`src/shared/adc_seq_pkg.sv`:
```
// Purpose: constants and types shared by the converter sequencer
// Assumes: sys_clk is the system oscillator, 125 MHz
// Notes:   clock select codes and channel codes follow the control fields
package adc_seq_pkg;

   localparam int          CLK_PERIOD_NS     = 8;
   localparam logic [2:0]  CS_DIV2           = 3'h0;
   localparam logic [2:0]  CS_DIV4           = 3'h4;
   localparam logic [2:0]  CS_DIV8           = 3'h1;
   localparam logic [2:0]  CS_DIV16          = 3'h5;
   localparam logic [2:0]  CS_DIV32          = 3'h2;
   localparam logic [2:0]  CS_DIV64          = 3'h6;
   localparam logic [1:0]  CS_RC_LOW         = 2'h3;
   localparam logic [3:0]  CONV_PERIODS      = 4'hB;
   localparam logic [3:0]  ABORT_PERIODS     = 4'h2;
   localparam logic [3:0]  RC_START_CYCLES   = 4'h4;
   localparam logic [3:0]  CH_LAST_ANALOG    = 4'hB;
   localparam logic [3:0]  CH_COMP_REF       = 4'hC;
   localparam logic [3:0]  CH_FIXED_REF      = 4'hD;
   localparam logic [5:0]  DIV_MAX           = 6'h3F;
   localparam int          RESULT_BITS       = 10;

   typedef struct packed
   {
      logic [7:0] high_byte;
      logic [7:0] low_byte;
   } result_pair_s;

   typedef struct packed
   {
      logic       sel_valid;
      logic [3:0] analog_index;
      logic       comp_ref;
      logic       fixed_ref;
   } mux_route_s;

   typedef enum logic [4:0]
   {
      ST_OFF   = 5'h01,
      ST_IDLE  = 5'h02,
      ST_DELAY = 5'h04,
      ST_CONV  = 5'h08,
      ST_ABORT = 5'h10
   } seq_state_e;

endpackage : adc_seq_pkg

```
`src/core/sar_adc_sequencer.sv`:
```
// Purpose: sequencing of a 10-bit successive-approximation converter
// Assumes: software control bits come from sys_clk logic; rc clock and comparator come from the analog side
// Notes:   the analog array is outside; this block steers it and captures its decisions
// Summary of operation
// - bit period from clock select: /2,/4,/8,/16,/32,/64 or dedicated rc clock
// - a full conversion takes eleven bit periods
// - system-derived periods scale with the system clock rate
// - done flag set at every completed conversion regardless of irq enable
// - with irq enable, completion raises interrupt, running or asleep, and wakes
// - result placed left or right justified as selected
// - left: high=9..2, low top=1..0; right: high low=9..8, low=7..0
// - converter on first, then writing go starts a conversion
// - completion clears go, sets done flag, loads both result bytes
// - clearing go early aborts and keeps the previous result
// - after abort wait for two ticks of the running bit-period divider (not restarted), then start acquisition again
// - reset returns registers to reset values and ends any conversion
// - rc clock delays start one instruction cycle; sleep conversion only with it
// - sleep completion without irq enable powers down, converter_on stays set
// - sleep with a non-rc clock aborts and powers down, converter_on stays set
// - special event trigger sets go and resets the sixteen bit timer
// - channel select routes inputs 0..11, comparator ref, fixed ref; 14,15 reserved
`timescale 1ns/1ps
module sar_adc_sequencer
   import adc_seq_pkg::*;
(
   input  wire logic       sys_clk,
   input  wire logic       resetn,
   input  wire logic       converter_on,
   input  wire logic       go_write,
   input  wire logic       go_write_value,
   input  wire logic       done_flag_clear,
   input  wire logic       conv_irq_enable,
   input  wire logic       result_justify_select,
   input  wire logic [2:0] conv_clock_select,
   input  wire logic [3:0] channel_select,
   input  wire logic       sleep_active,
   input  wire logic       special_event_trigger,
   input  wire logic       rc_clock_pin,
   input  wire logic       comparator_pin,
   output logic            conv_go_busy,
   output logic            conv_done_flag,
   output logic            conv_irq,
   output logic            wake_request,
   output logic [7:0]      result_high_byte,
   output logic [7:0]      result_low_byte,
   output logic            timer_reset,
   output logic            analog_powered,
   output logic            acquire_enable,
   output logic [9:0]      dac_trial,
   output mux_route_s      mux_route
);

   logic [2:0]   rc_sync_reg;
   logic [1:0]   cmp_sync_reg;
   logic         rc_tick;
   logic         tad_tick;
   logic         restart;
   seq_state_e   state_reg,  state_next;
   logic [3:0]   cnt_reg,    cnt_next;
   logic [9:0]   sar_reg,    sar_next;
   logic         go_reg,     go_next;
   logic         done_reg,   done_next;
   logic         irq_reg,    irq_next;
   logic         wake_reg,   wake_next;
   logic         tmr_reg,    tmr_next;
   logic         pwr_reg,    pwr_next;
   logic         acq_reg,    acq_next;
   logic         parked_reg, parked_next;
   result_pair_s res_reg,    res_next;
   mux_route_s   route_reg,  route_next;
   logic         go_req;
   logic         rc_sel;

   function automatic result_pair_s justify(input logic [9:0] v, input logic right);
      if (right)
      begin
         justify = '{high_byte: {6'h00, v[9:8]}, low_byte: v[7:0]};
      end
      else
      begin
         justify = '{high_byte: v[9:2], low_byte: {v[1:0], 6'h00}};
      end
   endfunction : justify

   // edge detector reads only the second and third stages
   // limitation: at /2 the comparator sync lags one bit period, too fast for the analog side anyway
   always_ff @(posedge sys_clk or negedge resetn)
   begin
      if (!resetn)
      begin
         rc_sync_reg  <= 3'h0;
         cmp_sync_reg <= 2'h0;
      end
      else
      begin
         rc_sync_reg  <= {rc_sync_reg[1:0], rc_clock_pin};
         cmp_sync_reg <= {cmp_sync_reg[0], comparator_pin};
      end
   end

   assign rc_tick = rc_sync_reg[1] & ~rc_sync_reg[2];
   assign rc_sel  = (conv_clock_select[1:0] == CS_RC_LOW);
   assign go_req  = (go_write & go_write_value) | special_event_trigger;
   assign restart = (state_reg != ST_CONV) && (state_reg != ST_ABORT);

   tad_divider u_tad
   (
      .sys_clk  (sys_clk),
      .resetn   (resetn),
      .restart  (restart),
      .clk_sel  (conv_clock_select),
      .rc_tick  (rc_tick),
      .tad_tick (tad_tick)
   );

   always_comb
   begin
      state_next  = state_reg;
      cnt_next    = cnt_reg;
      sar_next    = sar_reg;
      go_next     = go_reg;
      res_next    = res_reg;
      parked_next = parked_reg;
      pwr_next    = converter_on & ~parked_reg;
      acq_next    = 1'b0;
      tmr_next    = special_event_trigger & converter_on;
      // route table; reserved codes drive nothing
      route_next  = '{sel_valid: (channel_select <= CH_LAST_ANALOG), analog_index: channel_select,
                      comp_ref: (channel_select == CH_COMP_REF), fixed_ref: (channel_select == CH_FIXED_REF)};
      // set wins over software clear
      done_next   = done_reg & ~done_flag_clear;
      if (!sleep_active)
      begin
         parked_next = 1'b0;
      end
      unique case (state_reg)
         ST_OFF :
         begin
            go_next = 1'b0;
            if (converter_on && !parked_reg)
            begin
               state_next = ST_IDLE;
            end
         end
         ST_IDLE :
         begin
            acq_next = 1'b1;
            if (!converter_on || parked_reg)
            begin
               state_next = ST_OFF;
            end
            else if (go_req && !(sleep_active && !rc_sel))
            begin
               go_next    = 1'b1;
               cnt_next   = rc_sel ? RC_START_CYCLES : 4'h0;
               sar_next   = 10'h200;
               state_next = rc_sel ? ST_DELAY : ST_CONV;
            end
         end
         ST_DELAY :
         begin
            cnt_next = cnt_reg - 4'h1;
            if (go_write && !go_write_value)
            begin
               go_next    = 1'b0;
               state_next = ST_IDLE;
            end
            else if (cnt_reg == 4'h1)
            begin
               cnt_next   = 4'h0;
               state_next = ST_CONV;
            end
         end
         ST_CONV :
         begin
            // a second go write changes nothing here
            if ((go_write && !go_write_value) || (sleep_active && !rc_sel) || !converter_on)
            begin
               go_next    = 1'b0;
               cnt_next   = 4'h0;
               parked_next = sleep_active & ~rc_sel;
               state_next = ST_ABORT;
            end
            else if (tad_tick)
            begin
               cnt_next = cnt_reg + 4'h1;
               if (cnt_reg != 4'h0)
               begin
                  sar_next = (sar_reg & ~((10'h200 >> (cnt_reg - 4'h1)) & {10{~cmp_sync_reg[1]}}))
                             | (10'h100 >> (cnt_reg - 4'h1));
               end
               if (cnt_reg == CONV_PERIODS - 4'h1)
               begin
                  go_next    = 1'b0;
                  done_next  = 1'b1;
                  res_next   = justify(sar_next, result_justify_select);
                  parked_next = sleep_active & ~conv_irq_enable;
                  state_next = ST_IDLE;
               end
            end
         end
         ST_ABORT :
         begin
            if (tad_tick || parked_reg)
            begin
               cnt_next = cnt_reg + 4'h1;
               if (cnt_reg == ABORT_PERIODS - 4'h1 || parked_reg)
               begin
                  state_next = ST_IDLE;
               end
            end
         end
         default :
         begin
            state_next = ST_OFF;
         end
      endcase
      irq_next  = done_next & conv_irq_enable;
      wake_next = done_next & conv_irq_enable & sleep_active;
   end

   // every register resets; result bytes reset to zero here
   always_ff @(posedge sys_clk or negedge resetn)
   begin
      if (!resetn)
      begin
         state_reg  <= ST_OFF;
         cnt_reg    <= 4'h0;
         sar_reg    <= 10'h000;
         go_reg     <= 1'b0;
         done_reg   <= 1'b0;
         irq_reg    <= 1'b0;
         wake_reg   <= 1'b0;
         tmr_reg    <= 1'b0;
         pwr_reg    <= 1'b0;
         acq_reg    <= 1'b0;
         parked_reg <= 1'b0;
         res_reg    <= '0;
         route_reg  <= '0;
      end
      else
      begin
         state_reg  <= state_next;
         cnt_reg    <= cnt_next;
         sar_reg    <= sar_next;
         go_reg     <= go_next;
         done_reg   <= done_next;
         irq_reg    <= irq_next;
         wake_reg   <= wake_next;
         tmr_reg    <= tmr_next;
         pwr_reg    <= pwr_next;
         acq_reg    <= acq_next;
         parked_reg <= parked_next;
         res_reg    <= res_next;
         route_reg  <= route_next;
      end
   end

   assign conv_go_busy     = go_reg;
   assign conv_done_flag   = done_reg;
   assign conv_irq         = irq_reg;
   assign wake_request     = wake_reg;
   assign result_high_byte = res_reg.high_byte;
   assign result_low_byte  = res_reg.low_byte;
   assign timer_reset      = tmr_reg;
   assign analog_powered   = pwr_reg;
   assign acquire_enable   = acq_reg;
   assign dac_trial        = sar_reg;
   assign mux_route        = route_reg;
endmodule : sar_adc_sequencer

```
`src/core/tad_divider.sv`:
```
// Purpose: one-cycle enable at the selected bit period
// Assumes: rc_tick is already synchronised to sys_clk
// Notes:   restart aligns the first period to the start of a conversion
`timescale 1ns/1ps
module tad_divider
   import adc_seq_pkg::*;
(
   input  wire logic       sys_clk,
   input  wire logic       resetn,
   input  wire logic       restart,
   input  wire logic [2:0] clk_sel,
   input  wire logic       rc_tick,
   output logic            tad_tick
);

   logic [5:0] cnt_reg;
   logic [5:0] cnt_next;
   logic       tick_reg;
   logic       tick_next;

   function automatic logic [5:0] div_limit(input logic [2:0] sel);
      unique case (sel)
         CS_DIV2  : div_limit = 6'h01;
         CS_DIV4  : div_limit = 6'h03;
         CS_DIV8  : div_limit = 6'h07;
         CS_DIV16 : div_limit = 6'h0F;
         CS_DIV32 : div_limit = 6'h1F;
         CS_DIV64 : div_limit = DIV_MAX;
         default  : div_limit = 6'h01;
      endcase
   endfunction : div_limit

   // system-derived periods track any change of sys_clk rate
   always_comb
   begin
      cnt_next  = cnt_reg;
      tick_next = 1'b0;
      if (restart)
      begin
         cnt_next = 6'h00;
      end
      else if (clk_sel[1:0] == CS_RC_LOW)
      begin
         tick_next = rc_tick;
      end
      else if (cnt_reg >= div_limit(clk_sel))
      begin
         cnt_next  = 6'h00;
         tick_next = 1'b1;
      end
      else
      begin
         cnt_next = cnt_reg + 6'h01;
      end
   end

   always_ff @(posedge sys_clk or negedge resetn)
   begin
      if (!resetn)
      begin
         cnt_reg  <= 6'h00;
         tick_reg <= 1'b0;
      end
      else
      begin
         cnt_reg  <= cnt_next;
         tick_reg <= tick_next;
      end
   end

   assign tad_tick = tick_reg;

endmodule : tad_divider

```
`config.mk`:
```
export PLATFORM = sky130hd
export DESIGN_NAME = sar_adc_sequencer
export DESIGN_NICKNAME = d
export VERILOG_FILES = /design/src/shared/adc_seq_pkg.sv /design/src/core/sar_adc_sequencer.sv /design/src/core/tad_divider.sv
export SDC_FILE = /design/constraint.sdc
export NUM_CORES = 1
export LEC_CHECK = 0
export BUFFER_PORTS_ARGS = -buffer_cell sky130_fd_sc_hd__buf_4
export CORE_ASPECT_RATIO = 1.4
export CORE_UTILIZATION = 60
export CTS_BUF_LIST = sky130_fd_sc_hd__clkbuf_16
export CTS_CLUSTER_DIAMETER = 80
export CTS_CLUSTER_SIZE = 24
export DETAILED_ROUTE_END_ITERATION = 10
export PLACE_DENSITY = 0.84
export SYNTH_ARGS = -nofsm -noshare
export SYNTH_HDL_FRONTEND = slang
export SYNTH_HIERARCHICAL = 1
export SYNTH_SLANG_ARGS = --single-unit
```
`constraint.sdc`:
```
create_clock -name sys_clk -period 3.8 [get_ports sys_clk]
set_input_delay 0.38 -clock sys_clk [delete_from_list [all_inputs] [get_ports sys_clk]]
set_output_delay 0.38 -clock sys_clk [all_outputs]
set_load 0.03 [all_outputs]
```
After elaboration in Yosys (flattened, before gate mapping)
Cells that the tools add are included.

Register bits: 62. Bits of input ports: 19. Output and inout bits: 40. Word-level logic and storage cells: 157.

$add $sub $neg: 3. $lt $le $gt $ge: 2. Equal/unequal tests: 30. Shift-type cells: 2. Muxes and demuxes: 54. Bitwise gates (word level): 21. Reductions and logical operators: 24.

Operator list (count): 2-to-1 mux 10 bit (5); 2-to-1 mux 5 bit (10); 2-to-1 mux 4 bit (8); 2-to-1 mux 6 bit (5); case mux 6 bit (5 select lines) (1); case mux 5 bit (5 select lines) (1); AND 10 bit (2); case mux 10 bit (2 select lines) (1); 2-to-1 mux 1 bit (19); 2-to-1 mux 16 bit (1); inequality test 2 bit, second input constant (8); case mux 4 bit (4 select lines) (1); == test 4 bit, second input constant (3); nonzero test 4 bit (3); inverter 10 bit (1); OR 10 bit (1); AND reduction 5 bit (2); >> shifter 10 x 4 -> 10 bit, first input constant (1); >> shifter 9 x 4 -> 10 bit, first input constant (1); AND 1 bit (9); == test 3 bit, second input constant (3); inequality test 3 bit, second input constant (3); inverter 1 bit (7); AND reduction 7 bit (1); other kinds (27) (39).

Depth between registers and ports, before layout
Word-level depth: 10. Gate-level depth with buffers: 9.

Cells and area by module
Netlist, hierarchy kept.

Modules (own cells, without submodules): sar_adc_sequencer (times used 1, cells an instance 296, area each 2866.5 sq um, sequential area each 1377.6 sq um); tad_divider (times used 1, cells an instance 60, area each 569.3 sq um, sequential area each 175.2 sq um).

Worst setup path after synthesis
OpenSTA, ideal clock, no wires.

Kind: reg2reg. From: register, netlist name cnt_reg[0]. To: register res_reg (netlist bit result_high_byte[0]). Arrival: 2102 ps. Required time: 3658 ps. Path slack: 1555 ps. Stages on the path, launching flop included: 10. Buffers on the path: 2. Cells stage by stage: dfrtp_1 buf_4 inv_1 ha_1 buf_2 or3_2 nor3_1 o21ai_0 a22oi_1 o221ai_1.

RTL lines: end signal, assigned (line sar_adc_sequencer.sv:254) `res_reg <= res_next;`; end, declared (line sar_adc_sequencer.sv:69) `result_pair_s res_reg, res_next;`.

==> qor.csv <==
metric,value,unit
outcome,"complete, no violations",
synthesized area,0.00344,mm^2
vias in the first global route,3170,
crit-path max FO,14,
Max Buffers Root-to-Sink,2,
H-tree levels,3,
Inserted Diodes,0,
Clock Skew,0.00774,ns
Async SR Flop Fraction,100,%
share of the yosys chip area belonging to registers,45.2,%
Post-synth top flop,dfrtp_1,
clock root cell,clkbuf_16,
PortBufs,58,
Final Critical Period,2.79,ns
number of vias per cell,6.49,
Static Leak,1.90,nW
Boundary Pins,59,
peak supply drop,0.358,mV
Setup crit end kind,flop,
Largest register FFs,10,
die height,91.5,um
RR Startpoint,cnt_reg[0]$_DFFE_PN0P_,
Fmax,358,MHz
WL final,9.15,mm
Worst Setup Start Kind,flop,
initial antenna violation count,0,
Post-Syn Nets,393,
HP Class,primary input to asynchronous set/reset pin,
Crit. Startpoint,cnt_reg[0]$_DFFE_PN0P_,
postcts setup bufs,0,
Worst Max-Slew Pin Slew,0.783,ns
Die Wd,66.0,um
clock sink count,62,
"Slowest-stage cell, CP",dfrtp_1,
final hold vios,0,
Synth warnings,6,
DP HPWL,6.20,mm
post-route setup TNS,0,ns
critical path class,flop to flop,
Power Density,513,mW/mm^2
area delta synth->final,22.2,%
placed cell count,467,
clock latency on the worst-skew pair,0.33,ns
DR vias,3137,
synthesized instance count,356,
core area,0.00553,mm^2
first drt pass iteration count,5,
"count leader, synth",dfrtp_1,
RSZ-0062 raised after global routing,false,
DRC Markers,0,
Resize count post-CTS,0,
CTS Buf Count,9,
routed len/inst,18.9,um
Synth Area per Inst,9.65,um^2
Initial DRC Count,221,
period utilization,73.5,%
Post-synth EDFFs,0,
pre-CTS worst setup slack,1.20,ns
final worst slack,1.01,ns
Synth cell types,66,
CTS Hold Bufs,0,
site row count,32,
GP Congestion,0.933,
post-synth top area share,44.4,%
final setup fails,0,
first-pass GRT wire length,14.9,mm
grt total ovfl,0,
cells along the critical path,"inv_1, ha_1, or3_2, nor3_1, o21ai_0, a22oi_1, o21ai_0",
"top cells by area, synth","dfrtp_1, ha_1, o21ai_0",
Rel. slew slack,47.8,%
DRT antenna net count,0,
CP max stage delay,0.59,ns
starting density of the core,62.2,%
maxcap violations,0,
"area leader, netlist",dfrtp_1,
synth cell count leaders,"dfrtp_1, nand2_1, o21ai_0",
required time worst endpoint,4.00,ns
final instance count without filler cells,483,
Final Max Slew Viols,0,
CTS tree,built,
Worst Path Arrival,3.00,ns
layout cell share with drive strength beyond 1,23.6,%
#FFs+latches synth,62,
die area,0.00604,mm^2
final net count,447,
GRT Total Usage,32.9,%
most frequent cell on the critical path,o21ai_0,
"Clk pin slew, worst setup/hold paths",0.06,ns
largest net degree at the start of global routing,63,
cell usage in the layout (no fill, tap or decap), types with 8 or more instances in the layout:
master	Yosys	final
dfrtp_1	61	61
buf_4	3	59
nand2_1	37	37
o21ai_0	30	30
nor2_1	21	21
ha_1	18	18
inv_1	13	13
nand3_1	13	13
nor3_1	11	11
a21oi_1	11	11
a22oi_1	9	9
clkbuf_16	0	9
nor2b_1	8	8
routing by layer:
metal / part of all wire (%) / wire length [um] / vias up / GRT usage (%)
li1: - / - / 1421 / -
met1: 37 / 3390 / 1550 / 36.6
met2: 54 / 4980 / 143 / 58.0
met3: 5.6 / 511 / 23 / 6.28
met4: 2.9 / 263 / 0 / 16.5
met5: 0 / 0 / - / 0
layout make-up:
| class | count | area (um^2) |
|---|---|---|
| fill | 389 | 1330 |
| multi-input combinational | 265 | 1740 |
| clock inverter | 7 | 103 |
| tap | 68 | 85.1 |
| inverter | 13 | 48.8 |
| sequential | 62 | 1550 |
| clock buffer | 9 | 225 |
| timing repair buffer | 59 | 443 |
where the power goes:
part | switching, mW | internal (mW) | leakage (nW) | total, mW
registers | 0.0824 | 0.706 | 0.820 | 0.788
clock network | 0.330 | 0.582 | 0.157 | 0.912
logic | 0.270 | 0.183 | 0.927 | 0.453
cell families (layout without fill, tap and decap cells):
group	Yosys count	in the layout	share of synthesized area (%)
xor+xnor	5	5	1.27
compound gates	101	101	20.5
simple gates	137	137	21.2
flops	62	62	45.2
fa+ha+maj	18	18	6.56
mux	4	4	1.24
buf+inv	29	88	4.11
metrics by stage:
stage | utilization [%] | total power, mW | area (um^2) | hold WS [ns]
2_1_floorplan | - | 1.11 | 3440 | 0.0844
4_1_cts | 76.0 | 2.15 | 4200 | 0.144
3_5_place_dp | 70.1 | 1.24 | 3870 | 0.340
6_report | 76.0 | 2.15 | 4200 | 0.116
3_3_place_gp | 70.1 | 1.22 | 3870 | 0.335
5_1_grt | 76.0 | 2.23 | 4200 | 0.147
worst max-delay path: cells and delay by family (launching register included):
| family | cells | cell delay (ns) |
|---|---|---|
| flip-flops | 1 | 0.59 |
| AND/OR/NAND/NOR | 2 | 0.91 |
| AO/OA/AOI/OAI | 3 | 0.66 |
| buffers and inverters | 1 | 0.18 |
| adder cells (fa/ha/maj) | 1 | 0.33 |
final timing paths:
check,to,slack [ns],depth (start not counted)
setup / recovery,result_high_byte[5]$_DFFE_PN0P_,1.01,7
hold / removal,cnt_reg[3]$_DFFE_PN0P_,0.12,1
setup reg to reg,result_high_byte[5]$_DFFE_PN0P_,1.01,7
hold reg to reg,rc_sync_reg[1]$_DFF_PN0_,0.35,0
max in group asynchronous,state_reg[1]$_DFFE_PN0P_,3.15,1
min in group sys_clk,rc_sync_reg[0]$_DFF_PN0_,0.15,1
(Power assumes the default switching activity.)
